`src/cic_pkg.sv`:
```
package cic_pkg;

    // ------------------------------------------------------------
    // i/o addresses seen on the cpu side
    // ------------------------------------------------------------
    localparam logic [7:0] prim_even_addr = 8'h20;  // init word one, op commands two/three
    localparam logic [7:0] prim_odd_addr  = 8'h21;  // vector base, link, options, mask
    localparam logic [7:0] sec_even_addr  = 8'ha0;
    localparam logic [7:0] sec_odd_addr   = 8'ha1;

    // ------------------------------------------------------------
    // field positions
    // ------------------------------------------------------------
    localparam int init_flag_bit   = 4;             // marks init word one at even address
    localparam int level_trig_bit  = 3;             // level_trigger_select
    localparam int single_bit      = 1;             // 1 = single, 0 = cascade
    localparam int base_lsb        = 3;             // vector base in bits 7:3
    localparam int auto_done_bit   = 1;             // auto_service_done in options word
    localparam int cmd_sel_lsb     = 5;             // op command two selector, bits 7:5
    localparam int cmd_three_bit   = 3;             // set for op command three
    localparam logic [2:0] cmd_nonspec_done = 3'h1; // non-specific service_done_command
    localparam logic [2:0] spurious_index   = 3'h7; // request_line_seven
    localparam logic [2:0] cascade_input    = 3'h2; // request_line_two

    // ------------------------------------------------------------
    // reset values
    // ------------------------------------------------------------
    localparam logic [7:0] mask_reset = 8'h00;
    localparam logic [4:0] base_reset = 5'h00;

    // ------------------------------------------------------------
    // host command registers
    // ------------------------------------------------------------
    localparam logic [2:0] host_io_addr_off = 3'h0; // i/o address for next write
    localparam logic [2:0] host_io_data_off = 3'h1; // write issues the i/o write
    localparam logic [2:0] host_ack_off     = 3'h2; // write starts an acknowledge pair
    localparam logic [2:0] host_status_off  = 3'h3; // {busy, vector_seen, int}
    localparam logic [2:0] host_vector_off  = 3'h4; // last vector taken

    // init sequence of one controller
    typedef enum logic [1:0] {
        cic_seq_ready,
        cic_seq_base,
        cic_seq_link,
        cic_seq_opts
    } cic_seq_t;

    // host acknowledge sequence
    typedef enum logic [1:0] {
        cic_ack_idle,
        cic_ack_first,
        cic_ack_gap,
        cic_ack_second
    } cic_ack_t;

endpackage

```
`src/cic_if.sv`:
```
`timescale 1ns/1ns
interface cic_if;
    logic [7:0] io_addr;       // i/o address of a write
    logic [7:0] io_data;       // i/o write data
    logic       io_wr;         // one-cycle i/o write strobe
    logic       ack_cycle;     // one-cycle pulse per acknowledge cycle
    logic       cpu_int;       // interrupt request to the cpu
    logic [7:0] vector;        // vector after the second acknowledge
    logic       vector_valid;  // one-cycle pulse with vector

    modport dev (
        input  io_addr,
        input  io_data,
        input  io_wr,
        input  ack_cycle,
        output cpu_int,
        output vector,
        output vector_valid
    );

    modport cpu (
        output io_addr,
        output io_data,
        output io_wr,
        output ack_cycle,
        input  cpu_int,
        input  vector,
        input  vector_valid
    );
endinterface

```
`src/cic_dev_end.sv`:
```
`timescale 1ns/1ns
// What this block does
// - software sets bit 4 in init word one
// - level mode: high request line raises request
// - level source drops line before service done
// - edge mode: only rising edge raises request
// - early drop yields request line seven vector
// - bit 1 picks single or cascade
// - secondary on input two supplies vector
// - software programs both controllers for cascade
// - vector base bits 7:3 kept per controller
// - low vector bits from resolver winner
// - customary bases are 08h and 70h
// - vector base word taken at odd addresses
// - primary link word 04h marks input two
// - secondary answers at its link identity
// - init word one clears the mask
// - auto service done after second acknowledge
module cic_dev_end (
    input  wire logic       clk_in,           // system clock
    input  wire logic       rst_in,           // async reset, active high
    cic_if.dev              bus,              // cpu side
    input  wire logic [7:0] req_primary_in,   // primary request lines
    input  wire logic [7:0] req_secondary_in, // secondary request lines
    output logic            cascade_mode_out  // primary set for cascade
);

    // ------------------------------------------------------------
    // helpers
    // ------------------------------------------------------------
    // winner: valid flag and index of best pending request, fully nested
    function automatic logic [3:0] pick(input logic [7:0] irr, input logic [7:0] request_mask_register,
                                        input logic [7:0] isr);
        logic [3:0] res;
        logic       blocked;
        res     = 4'h0;
        blocked = 1'b0;
        for (int i = 0; i < 8; i++) begin
            if (isr[i]) begin
                blocked = 1'b1;                   // equal and lower priorities wait
            end
            if (!blocked && !res[3] && irr[i] && !request_mask_register[i]) begin
                res = {1'b1, 3'(i)};
            end
        end
        return res;
    endfunction

    // one-hot of the highest-priority in-service bit
    function automatic logic [7:0] top_bit(input logic [7:0] isr);
        logic [7:0] res;
        res = 8'h00;
        for (int i = 7; i >= 0; i--) begin
            if (isr[i]) begin
                res = 8'(1) << i;
            end
        end
        return res;
    endfunction

    // ------------------------------------------------------------
    // per-controller state, index 0 primary, 1 secondary
    // ------------------------------------------------------------
    logic [7:0] irr_reg  [2];       // request latch
    logic [7:0] isr_reg  [2];       // in service
    logic [7:0] imr_reg  [2];       // request_mask_register
    logic [7:0] prev_reg [2];       // last sampled lines, for edges
    logic [7:0] link_reg [2];       // cascade_link_word
    logic [4:0] base_reg [2];       // vector base
    logic [2:0] lo_reg   [2];       // index frozen at first acknowledge
    logic       ltim_reg   [2];     // level_trigger_select
    logic       single_reg [2];     // single mode
    logic       auto_service_done_reg   [2];     // auto_service_done
    logic       ack_phase_reg;      // 0 waits first, 1 waits second
    logic       sec_sel_reg;        // secondary supplies the vector
    logic       int_reg;
    logic [7:0] vector_reg;
    logic       vector_valid_reg;

    // decoded i/o writes
    logic [1:0] wr_even;            // even address write per controller
    logic [1:0] wr_odd;             // odd address write per controller
    logic [7:0] line [2];           // effective request lines
    logic [3:0] win  [2];           // resolver output
    logic [2:0] idx  [2];           // index used in acknowledge
    logic       casc_hit;           // primary winner is a secondary input
    logic       sec_hit;            // secondary owns this acknowledge
    logic [1:0] take;               // controller joins first acknowledge
    logic [1:0] auto_clr;           // auto service done at second acknowledge

    // ------------------------------------------------------------
    // combinational decode
    // ------------------------------------------------------------
    always_comb begin
        wr_even[0] = bus.io_wr && (bus.io_addr == cic_pkg::prim_even_addr);
        wr_odd[0]  = bus.io_wr && (bus.io_addr == cic_pkg::prim_odd_addr);
        wr_even[1] = bus.io_wr && (bus.io_addr == cic_pkg::sec_even_addr);
        wr_odd[1]  = bus.io_wr && (bus.io_addr == cic_pkg::sec_odd_addr);
    end

    always_comb begin
        win[1]  = pick(irr_reg[1], imr_reg[1], isr_reg[1]);
        win[0]  = pick(irr_reg[0], imr_reg[0], isr_reg[0]);
        line[1] = req_secondary_in;
        line[0] = req_primary_in;
        // cascade ties the secondary's request onto input two
        if (!single_reg[0]) begin
            line[0][cic_pkg::cascade_input] = win[1][3];
        end
        // a winner that vanished before acknowledge reads as line seven
        idx[0]   = win[0][3] ? win[0][2:0] : cic_pkg::spurious_index;
        idx[1]   = win[1][3] ? win[1][2:0] : cic_pkg::spurious_index;
        casc_hit = !single_reg[0] && link_reg[0][idx[0]];
        sec_hit  = casc_hit && (link_reg[1][2:0] == idx[0]);
        take[0]  = bus.ack_cycle && !ack_phase_reg;
        take[1]  = take[0] && sec_hit;
        auto_clr[0] = bus.ack_cycle && ack_phase_reg && auto_service_done_reg[0];
        auto_clr[1] = bus.ack_cycle && ack_phase_reg && auto_service_done_reg[1] && sec_sel_reg;
    end

    // ------------------------------------------------------------
    // controller slices
    // ------------------------------------------------------------
    for (genvar c = 0; c < 2; c++) begin : g_ctl
        logic       init_control_word_one_wr;            // init word one seen
        logic       eoi_cmd;            // non-specific service done command
        cic_pkg::cic_seq_t seq_reg;     // init word position

        assign init_control_word_one_wr = wr_even[c] && bus.io_data[cic_pkg::init_flag_bit];
        assign eoi_cmd = wr_even[c] && !bus.io_data[cic_pkg::init_flag_bit]
                         && !bus.io_data[cic_pkg::cmd_three_bit]
                         && (bus.io_data[7:cic_pkg::cmd_sel_lsb] == cic_pkg::cmd_nonspec_done);

        // init sequence; later odd writes go to the mask
        always_ff @(posedge clk_in or posedge rst_in) begin
            if (rst_in) begin
                seq_reg       <= cic_pkg::cic_seq_ready;
                ltim_reg[c]   <= 1'b0;
                single_reg[c] <= 1'b0;
                auto_service_done_reg[c]   <= 1'b0;
                base_reg[c]   <= cic_pkg::base_reset;
                link_reg[c]   <= 8'h00;
                imr_reg[c]    <= cic_pkg::mask_reset;
            end else if (init_control_word_one_wr) begin
                seq_reg       <= cic_pkg::cic_seq_base;
                ltim_reg[c]   <= bus.io_data[cic_pkg::level_trig_bit];
                single_reg[c] <= bus.io_data[cic_pkg::single_bit];
                imr_reg[c]    <= cic_pkg::mask_reset;
            end else if (wr_odd[c]) begin
                unique case (seq_reg)
                    cic_pkg::cic_seq_base: begin
                        base_reg[c] <= bus.io_data[7:cic_pkg::base_lsb];
                        seq_reg     <= single_reg[c] ? cic_pkg::cic_seq_opts
                                                     : cic_pkg::cic_seq_link;
                    end
                    cic_pkg::cic_seq_link: begin
                        link_reg[c] <= bus.io_data;
                        seq_reg     <= cic_pkg::cic_seq_opts;
                    end
                    cic_pkg::cic_seq_opts: begin
                        auto_service_done_reg[c] <= bus.io_data[cic_pkg::auto_done_bit];
                        seq_reg     <= cic_pkg::cic_seq_ready;
                    end
                    cic_pkg::cic_seq_ready: begin
                        imr_reg[c]  <= bus.io_data;
                    end
                endcase
            end
        end

        // request latch: a line that falls drops its request
        always_ff @(posedge clk_in or posedge rst_in) begin
            if (rst_in) begin
                irr_reg[c]  <= 8'h00;
                prev_reg[c] <= 8'h00;
            end else begin
                prev_reg[c] <= line[c];
                if (init_control_word_one_wr) begin
                    irr_reg[c] <= 8'h00;
                end else if (ltim_reg[c]) begin
                    irr_reg[c] <= line[c];
                end else begin
                    // new edge wins over the acknowledge clear
                    irr_reg[c] <= ((irr_reg[c] & ~(take[c] ? (8'(1) << idx[c]) : 8'h00))
                                  | (line[c] & ~prev_reg[c])) & line[c];
                end
            end
        end

        // in-service bits and frozen index
        always_ff @(posedge clk_in or posedge rst_in) begin
            if (rst_in) begin
                isr_reg[c] <= 8'h00;
                lo_reg[c]  <= 3'h0;
            end else if (init_control_word_one_wr) begin
                isr_reg[c] <= 8'h00;
            end else if (take[c]) begin
                lo_reg[c]  <= idx[c];
                if (win[c][3]) begin
                    isr_reg[c] <= isr_reg[c] | (8'(1) << idx[c]);
                end
            end else if (auto_clr[c] || eoi_cmd) begin
                isr_reg[c] <= isr_reg[c] & ~top_bit(isr_reg[c]);
            end
        end
    end

    // ------------------------------------------------------------
    // acknowledge pair and vector
    // ------------------------------------------------------------
    // first pulse freezes the winner, second one drives the vector
    always_ff @(posedge clk_in or posedge rst_in) begin
        if (rst_in) begin
            ack_phase_reg    <= 1'b0;
            sec_sel_reg      <= 1'b0;
            vector_reg       <= 8'h00;
            vector_valid_reg <= 1'b0;
        end else begin
            vector_valid_reg <= 1'b0;
            if (bus.ack_cycle && !ack_phase_reg) begin
                ack_phase_reg <= 1'b1;
                sec_sel_reg   <= sec_hit;
            end else if (bus.ack_cycle) begin
                ack_phase_reg    <= 1'b0;
                vector_valid_reg <= 1'b1;
                vector_reg       <= sec_sel_reg ? {base_reg[1], lo_reg[1]}
                                                : {base_reg[0], lo_reg[0]};
            end
        end
    end

    // interrupt line and mode flag
    always_ff @(posedge clk_in or posedge rst_in) begin
        if (rst_in) begin
            int_reg          <= 1'b0;
            cascade_mode_out <= 1'b0;
        end else begin
            int_reg          <= win[0][3];
            cascade_mode_out <= !single_reg[0];
        end
    end

    assign bus.cpu_int      = int_reg;
    assign bus.vector       = vector_reg;
    assign bus.vector_valid = vector_valid_reg;

endmodule // cic_dev_end

```
`src/flat_wrapper.sv`:
```
// flat-port wrapper written by rule: the top's interface ports become plain ports
module cic_dev_end_flat 
  (clk_in, rst_in, req_primary_in, req_secondary_in, cascade_mode_out, bus_io_addr, bus_io_data, bus_io_wr, bus_ack_cycle, bus_cpu_int, bus_vector, bus_vector_valid);
  cic_if bus_i ();
  input  wire logic clk_in;
  input  wire logic rst_in;
  input  wire logic [7:0] req_primary_in;
  input  wire logic [7:0] req_secondary_in;
  output logic cascade_mode_out;
  input wire logic [$bits(bus_i.io_addr)-1:0] bus_io_addr;
  input wire logic [$bits(bus_i.io_data)-1:0] bus_io_data;
  input wire logic [$bits(bus_i.io_wr)-1:0] bus_io_wr;
  input wire logic [$bits(bus_i.ack_cycle)-1:0] bus_ack_cycle;
  output wire logic [$bits(bus_i.cpu_int)-1:0] bus_cpu_int;
  output wire logic [$bits(bus_i.vector)-1:0] bus_vector;
  output wire logic [$bits(bus_i.vector_valid)-1:0] bus_vector_valid;
  assign bus_i.io_addr = bus_io_addr;
  assign bus_i.io_data = bus_io_data;
  assign bus_i.io_wr = bus_io_wr;
  assign bus_i.ack_cycle = bus_ack_cycle;
  assign bus_cpu_int = bus_i.cpu_int;
  assign bus_vector = bus_i.vector;
  assign bus_vector_valid = bus_i.vector_valid;
  cic_dev_end u_core (.clk_in(clk_in), .rst_in(rst_in), .bus(bus_i), .req_primary_in(req_primary_in), .req_secondary_in(req_secondary_in), .cascade_mode_out(cascade_mode_out));
endmodule
```
`config.mk`:
```
export PLATFORM = sky130hd
export DESIGN_NAME = cic_dev_end_flat
export DESIGN_NICKNAME = d
export VERILOG_FILES = /design/src/cic_pkg.sv /design/src/cic_if.sv /design/src/cic_dev_end.sv /design/src/flat_wrapper.sv
export SDC_FILE = /design/constraint.sdc
export NUM_CORES = 1
export LEC_CHECK = 0
export BUFFER_PORTS_ARGS = -buffer_cell sky130_fd_sc_hd__buf_2
export CAP_MARGIN = 5
export CELL_PAD_IN_SITES_DETAIL_PLACEMENT = 0
export CELL_PAD_IN_SITES_GLOBAL_PLACEMENT = 1
export CORE_MARGIN = 2
export CORE_UTILIZATION = 43
export CTS_BUF_LIST = sky130_fd_sc_hd__clkbuf_8 sky130_fd_sc_hd__clkbuf_16
export CTS_CLUSTER_DIAMETER = 30
export DETAILED_ROUTE_END_ITERATION = 7
export GPL_TIMING_DRIVEN = 0
export PLACE_DENSITY_LB_ADDON = 0.1
export RECOVER_POWER = 50
export SLEW_MARGIN = 10
export SYNTH_ARGS = -nofsm -noshare
export SYNTH_HDL_FRONTEND = slang
export SYNTH_SLANG_ARGS = --single-unit
export TNS_END_PERCENT = 20
```
`constraint.sdc`:
```
create_clock -name clk_in -period 3.4 [get_ports clk_in]
set_input_delay 0.17 -clock clk_in [delete_from_list [all_inputs] [get_ports clk_in]]
set_output_delay 0.17 -clock clk_in [all_outputs]
set_load 0.02 [all_outputs]
```
* After elaboration in Yosys (flattened, before gate mapping)
Index checks and enable logic that the tools add are counted.
** Storage, ports and cells
- Flip-flop bits (word level) :: 114
- Input port bits :: 36
- Output and inout port bits :: 11
- Logic and storage cells :: 302
** Operators by class
- $lt $le $gt $ge :: 1
- Eq/ne operators :: 14
- Shift-type cells :: 2
- Muxes and demuxes :: 92
- Bitwise logic cells :: 21
- Reductions and logical operators :: 144
** Operator list (count)
- $mux 8 :: 43
- $logic_and 1x1->1 :: 66
- $and 8x8->8 :: 8
- $mux 4 :: 16
- $logic_not 1->1 :: 50
- $not 8->8 :: 6
- $or 8x8->8 :: 4
- $mux 1 :: 24
- $reduce_and 2->1 :: 9
- $reduce_and 3->1 :: 6
- $eq 8x6->1 const B :: 2
- $eq 8x8->1 const B :: 2
- $shl 1x3->8 const A :: 2
- $pmux 2 s3 :: 2
- $reduce_bool 2->1 :: 5
- $eq 2x2->1 const B :: 4
- $mux 2 :: 4
- $reduce_bool 4->1 :: 2
- $mux 3 :: 2
- $ne 3x2->1 const B :: 2
- $reduce_bool 3->1 :: 2
- $eq 2x1->1 const B :: 2
- $logic_not 2->1 :: 2
- $lt 3x4->1 const B :: 1
- other kinds (5) :: 8

* Depth between registers and ports, before layout
- Word-level depth :: 53
- Mapped depth :: 10
- Gate-level depth less buffers :: 7

* Worst setup path after synthesis
OpenSTA, ideal clock, no wires.
- Kind :: register to register
- Start point :: reg u_core.isr_reg[11] (netlist name)
- End point :: reg u_core.lo_reg[1] (netlist name)
- Library setup time :: 125 ps
- Arrival time :: 2374 ps
- Required time :: 3275 ps
- Path slack :: 902 ps
- Stages on the path, launching flop included :: 9
- Path buffers :: 1
- Period minus slack after synthesis :: 2498 ps
- Cell sequence :: dfrtp_1 or3_1 or4_4 a211oi_2 o32ai_1 and4_1 buf_6 nand3_1 mux2_2
** Between the ends
- Longest elaborated chain between the ends :: 33
- Elaborated cells between the ends (all ways) :: 42
- Those cells by class :: 1 x eq/ne; 13 x mux; 28 x reduce/logical
** RTL lines
- start: declaration :: line cic_dev_end.sv:65 : logic [7:0] isr_reg [2];
- start signal: indexed assignment :: line cic_dev_end.sv:200 : isr_reg[c] <= isr_reg[c] | (8'(1) << idx[c]);
- start signal: indexed assignment :: line cic_dev_end.sv:203 : isr_reg[c] <= isr_reg[c] & ~top_bit(isr_reg[c]);
- $mux 1 * :: line cic_dev_end.sv:39 : if (isr[i]) begin
- $logic_not 1->1 :: line cic_dev_end.sv:42 : if (!blocked && !res[3] && irr[i] && !request_mask_register[i]) begin
- $logic_and 1x1->1 (3 in a row) :: line cic_dev_end.sv:42
- $mux 4 :: line cic_dev_end.sv:42
- $logic_not 1->1 :: line cic_dev_end.sv:42
- $logic_and 1x1->1 (3 in a row) :: line cic_dev_end.sv:42
- $mux 4 :: line cic_dev_end.sv:42
- $logic_not 1->1 :: line cic_dev_end.sv:42
- [13 not listed]
- $mux 4 * :: line cic_dev_end.sv:42
- $mux 3 * :: line cic_dev_end.sv:111 : idx[0] = win[0][3] ? win[0][2:0] : cic_pkg::spurious_index;
- $bmux 1 s3 :: line cic_dev_end.sv:113 : casc_hit = !single_reg[0] && link_reg[0][idx[0]];
- $mux 1 (implied by the code) :: line cic_dev_end.sv:113
- $logic_and 1x1->1 :: line cic_dev_end.sv:113
- $logic_and 1x1->1 * :: line cic_dev_end.sv:114 : sec_hit = casc_hit && (link_reg[1][2:0] == idx[0]);
- $logic_and 1x1->1 * :: line cic_dev_end.sv:116 : take[1] = take[0] && sec_hit;
- $reduce_and 2->1 (no line) *
- end signal: indexed assignment :: line cic_dev_end.sv:198 : lo_reg[c] <= idx[c];
- end: declaration :: line cic_dev_end.sv:70 : logic [2:0] lo_reg [2];
Mark *: on every way between the ends. The rest lies on a longest branch, timed or not. The select of a mux whose other input is x is not followed.
A chain may end at the register's enable or synchronous reset.

* Final worst setup path
- Start point :: reg u_core.irr_reg[11] (netlist name)
- End point :: reg u_core.irr_reg[4] (netlist name)
** Between the ends
- Longest elaborated chain between the ends :: 36
- Elaborated cells between the ends (all ways) :: 37
- Those cells by class :: 1 x eq/ne; 11 x mux; 4 x bitwise; 21 x reduce/logical
** RTL lines
- start: declaration :: line cic_dev_end.sv:64 : logic [7:0] irr_reg [2];
- start signal: indexed assignment :: line cic_dev_end.sv:181 : irr_reg[c] <= line[c];
- start signal: indexed assignment :: line cic_dev_end.sv:184 : irr_reg[c] <= ((irr_reg[c] & ~(take[c] ? (8'(1) << idx[c]) : 8'h00))
- $logic_and 1x1->1 * (2 in a row) :: line cic_dev_end.sv:42
- $mux 4 * :: line cic_dev_end.sv:42
- $logic_not 1->1 :: line cic_dev_end.sv:42
- $logic_and 1x1->1 (3 in a row) :: line cic_dev_end.sv:42
- $mux 4 * :: line cic_dev_end.sv:42
- $logic_not 1->1 :: line cic_dev_end.sv:42
- $logic_and 1x1->1 (3 in a row) :: line cic_dev_end.sv:42
- $mux 4 * :: line cic_dev_end.sv:42
- [15 not listed]
- $logic_and 1x1->1 * :: line cic_dev_end.sv:116
- $mux 8 * :: line cic_dev_end.sv:184
- $not 8->8 * :: line cic_dev_end.sv:184
- $and 8x8->8 * :: line cic_dev_end.sv:184
- $or 8x8->8 * :: line cic_dev_end.sv:185 : | (line[c] & ~prev_reg[c])) & line[c];
- $and 8x8->8 * :: line cic_dev_end.sv:185
- $mux 8 * :: line cic_dev_end.sv:180 : end else if (ltim_reg[c]) begin
- $mux 8 * :: line cic_dev_end.sv:178 : if (init_control_word_one_wr) begin
Marks and branches as above.

==> flow_summary.ini <==
[route]
wl_per_cell_um = 18.1
drc = 0
postRouteAntennaNets = 0
routed_wl_um = 14300
vias = 4382
first_iter_violations = 363
vias_per_cell = 5.53
firstDrtPassIters = 4

[floorplanning]
die_x_um = 118
num_rows = 41
die_area_mm2 = 0.0139
start_util_pct = 44.1
fp.dieH_um = 118
core_area_mm2 = 0.0126
ios = 47

[worst_setup_path]
critPathTopFamily = simple AND/OR/NAND/NOR gates
r2r-end = u_core.irr_reg[4]
cpPeakStageDelay_ps = 560
cp-end-kind = register
required_ps = 3670
cp-start-kind = register
crit_type = register to register
timing.critical_path.buf_inv = 0
cp_common_cell = o21ai_0
rr_worst_depth = 7
crit_fanout = 7
r2r_setup_slack_ps = 420
r2r-start = u_core.irr_reg[11]
cpMaxStageDelayCell = nor4_1
worstPathArrival_ps = 3250
cp_cell_sequence = nor3b_1, o21ai_0, nand3_1, o32ai_1, nand4_1, nor4_1, o21ai_0

[logic_synthesis]
synth_seq_cells = 114
synth_area_leaders = dfrtp_1 (51%), mux2_2 (5.5%), nand2_1 (3.4%)
netlist-cell-type-count = 73
yosysSeqAreaShare_pct = 51.3
synthesis.nets = 569
synth_top_area_share_pct = 51.3
synth_top_cell_by_area = dfrtp_1
synthesis.area_mm2 = 0.00557
synth_commonest_cells = dfrtp_1 (114), nand2_1 (51), nor2_1 (43), mux2_2 (27), a21oi_1 (25)
synth.most_common_cell = dfrtp_1
netlist_instances = 528
synth-edff-count = 0
avgSynthCellArea_um2 = 10.5
synthFlopType = dfrtp_1
yosys_warnings = 0
async_flop_share_pct = 100

[job]
cap_viol_max_count = 0

[power_and_ir_drop]
seq_power_share_pct = 36.7
p_int_uw = 3060
clkPwrFrac_pct = 39.4
power_density_mw_per_mm2 = 655
p_leak_uw = 0.00305
power_frac_comb_pct = 23.9
switching_power_uw = 1360
worst_ir_drop_vdd_mv = 0.351
switching_share_pct = 30.8

[timing]
worst_hold_slack_ps = 21.1
setup_viol = 0
maxSlewHeadroom_pct = 4.62
hold_viol = 0
layout_setup_ws_ps = 420
fmax_mhz = 336
fin_crit_sh_pct = 87.7
period_minus_slack_ps = 2980
worst_slew_pin_slew_ps = 1420
report.final.slew_viol_count = 0
fin_worst_skew_ps = 7.50
rsz0062_at_grt = false

[final_layout]
area_growth_pct = 21.1
layout-drive-gt1-share_pct = 19.8
nets = 650
num-fill-cells = 1171
diodes = 0
fin_area_mm2 = 0.00674

[placed_design]
place_area_mm2 = 0.00604
pre_cts_slack_ps = 459
dpl.hpwl_um = 10300
port_buffers = 45
finalWeightedCongestion = 0.873

[worst_hold_path]
hold_end = u_core.ack_phase_reg
hold_path_startpoint = bus_ack_cycle
min_path_type = input port to register
hold_depth = 2

[clock_tree]
cts_made_buffers = 17
post_cts_buffers = 0
clockBufferDepth = 2
htreeDepth = 4
cts_tree = done
ctsRootBufferMaster = clkbuf_16
clock-sinks = 114
cts.reportedPaths.clkPinSlew_ps = 50
clock_latency_ps = 410

[grt]
grt_pass1_vias = 4369
antenna_found_initial = 0
grt_pass1_wl_um = 23600
grt_overflow = 0
grt_max_degree = 83
grtUsageTotal_pct = 21.9

[run_status]
status = finished, final reports clean
## worst max path at each step
| stage | startpoint | endpoint | slack [ps] | cells past startpoint |
|---|---|---|---|---|
| floorplan | rst_in | u_core.ack_phase_reg | 210 | 1 |
| global placement | rst_in | u_core.prev_reg[2] | -1100 | 2 |
| detailed placement | u_core.irr_reg[11] | u_core.irr_reg[4] | 460 | 7 |
| CTS | u_core.irr_reg[11] | u_core.irr_reg[4] | 420 | 7 |
| global route | u_core.isr_reg[11] | u_core.irr_reg[4] | 220 | 7 |
| finish | u_core.irr_reg[11] | u_core.irr_reg[4] | 420 | 7 |
## area by class of cell
type,count,area (µm²),area share [%]
plain buffers,18,106,1.58
flip-flops and latches,114,2850,42.3
clock buffers,22,494,7.33
multi-input cells,372,2520,37.3
repair buffers,62,377,5.59
clock inverters,8,86.3,1.28
inverters,24,91.3,1.36
well taps,172,215,3.19
## power by group through the flow
stage	Sequential (µW)	Combinational, µW	Clock [µW]
6_report	1620	1060	1740
5_1_grt	1640	1160	1840
4_1_cts	1620	1060	1770
3_5_place_dp	1640	1040	0
3_3_place_gp	1640	1030	0
2_1_floorplan	1690	684	0
## kinds of logic after synthesis
logic type | after synthesis | synth area share, %
AOI/OAI and AO/OA | 125 | 16.3
adders and majority gates | 5 | 1.12
buffers and inverters | 42 | 3.53
DFF | 114 | 51.3
muxes | 43 | 8.34
xor gates and xnor gates | 2 | 0.315
and+or+nand+nor | 197 | 19.2
## placed cells by master, fill, tap and decap left out, types with 3 or more instances in the layout
master	Yosys	layout
clkbuf_16	0	17
and2_1	3	3
clkinv_2	0	3
nor2b_1	11	11
a21oi_1	25	25
or3b_2	4	4
nor4_1	4	4
a22o_1	9	9
buf_2	1	33
a41oi_1	3	3
mux2_2	27	27
nor3_1	16	16
a31oi_1	15	15
dfrtp_1	114	114
ha_1	5	5
buf_6	5	5
o31ai_1	6	6
nand2b_1	13	13
inv_1	23	25
or3_1	5	5
o21ai_0	24	24
mux2i_1	16	16
nor3b_1	6	6
o311a_1	4	4
nand3_1	11	11
clkbuf_1	12	25
clkbuf_8	0	5
nand4_1	6	6
and3_1	5	5
nor2_1	43	43
o211ai_1	8	8
nand2_1	51	51
dlygate4sd3_1	0	16
## metal layers
layer  wire [µm]  GRT usage [%]  vias to the layer above
met2        6260           31.3                      119
met3         705           5.57                       12
li1            -              -                     2096
met5           0              0                        -
met1        7230           32.8                     2155
met4         116           6.33                        0
## worst reg2reg max path, cell delays in order (launching register included)
cell,delay (ps)
dfrtp_1,390
nor3b_1,180
o21ai_0,470
nand3_1,250
o32ai_1,430
nand4_1,370
nor4_1,570
o21ai_0,170
## repair_timing
| item | 4_1_cts | 5_1_grt |
|---|---|---|
| hold buffers | 16 | 0 |
| endpoints found under the hold margin | 58 | 0 |
| resized for setup | 0 | 0 |
## per-stage QoR
stage / utilization, % / total power (µW) / instances / setup TNS [ps]
after CTS: 53.7 / 4450 / 792 / 0
after detailed placement: 47.8 / 2690 / 746 / 0
after global placement: 47.6 / 2670 / 745 / -124710
after floorplan: - / 2370 / 528 / 0
after global routing: 53.4 / 4640 / 792 / 0
final: 53.4 / 4420 / 792 / 0
Note: power is estimated with default switching activity, not from simulation.
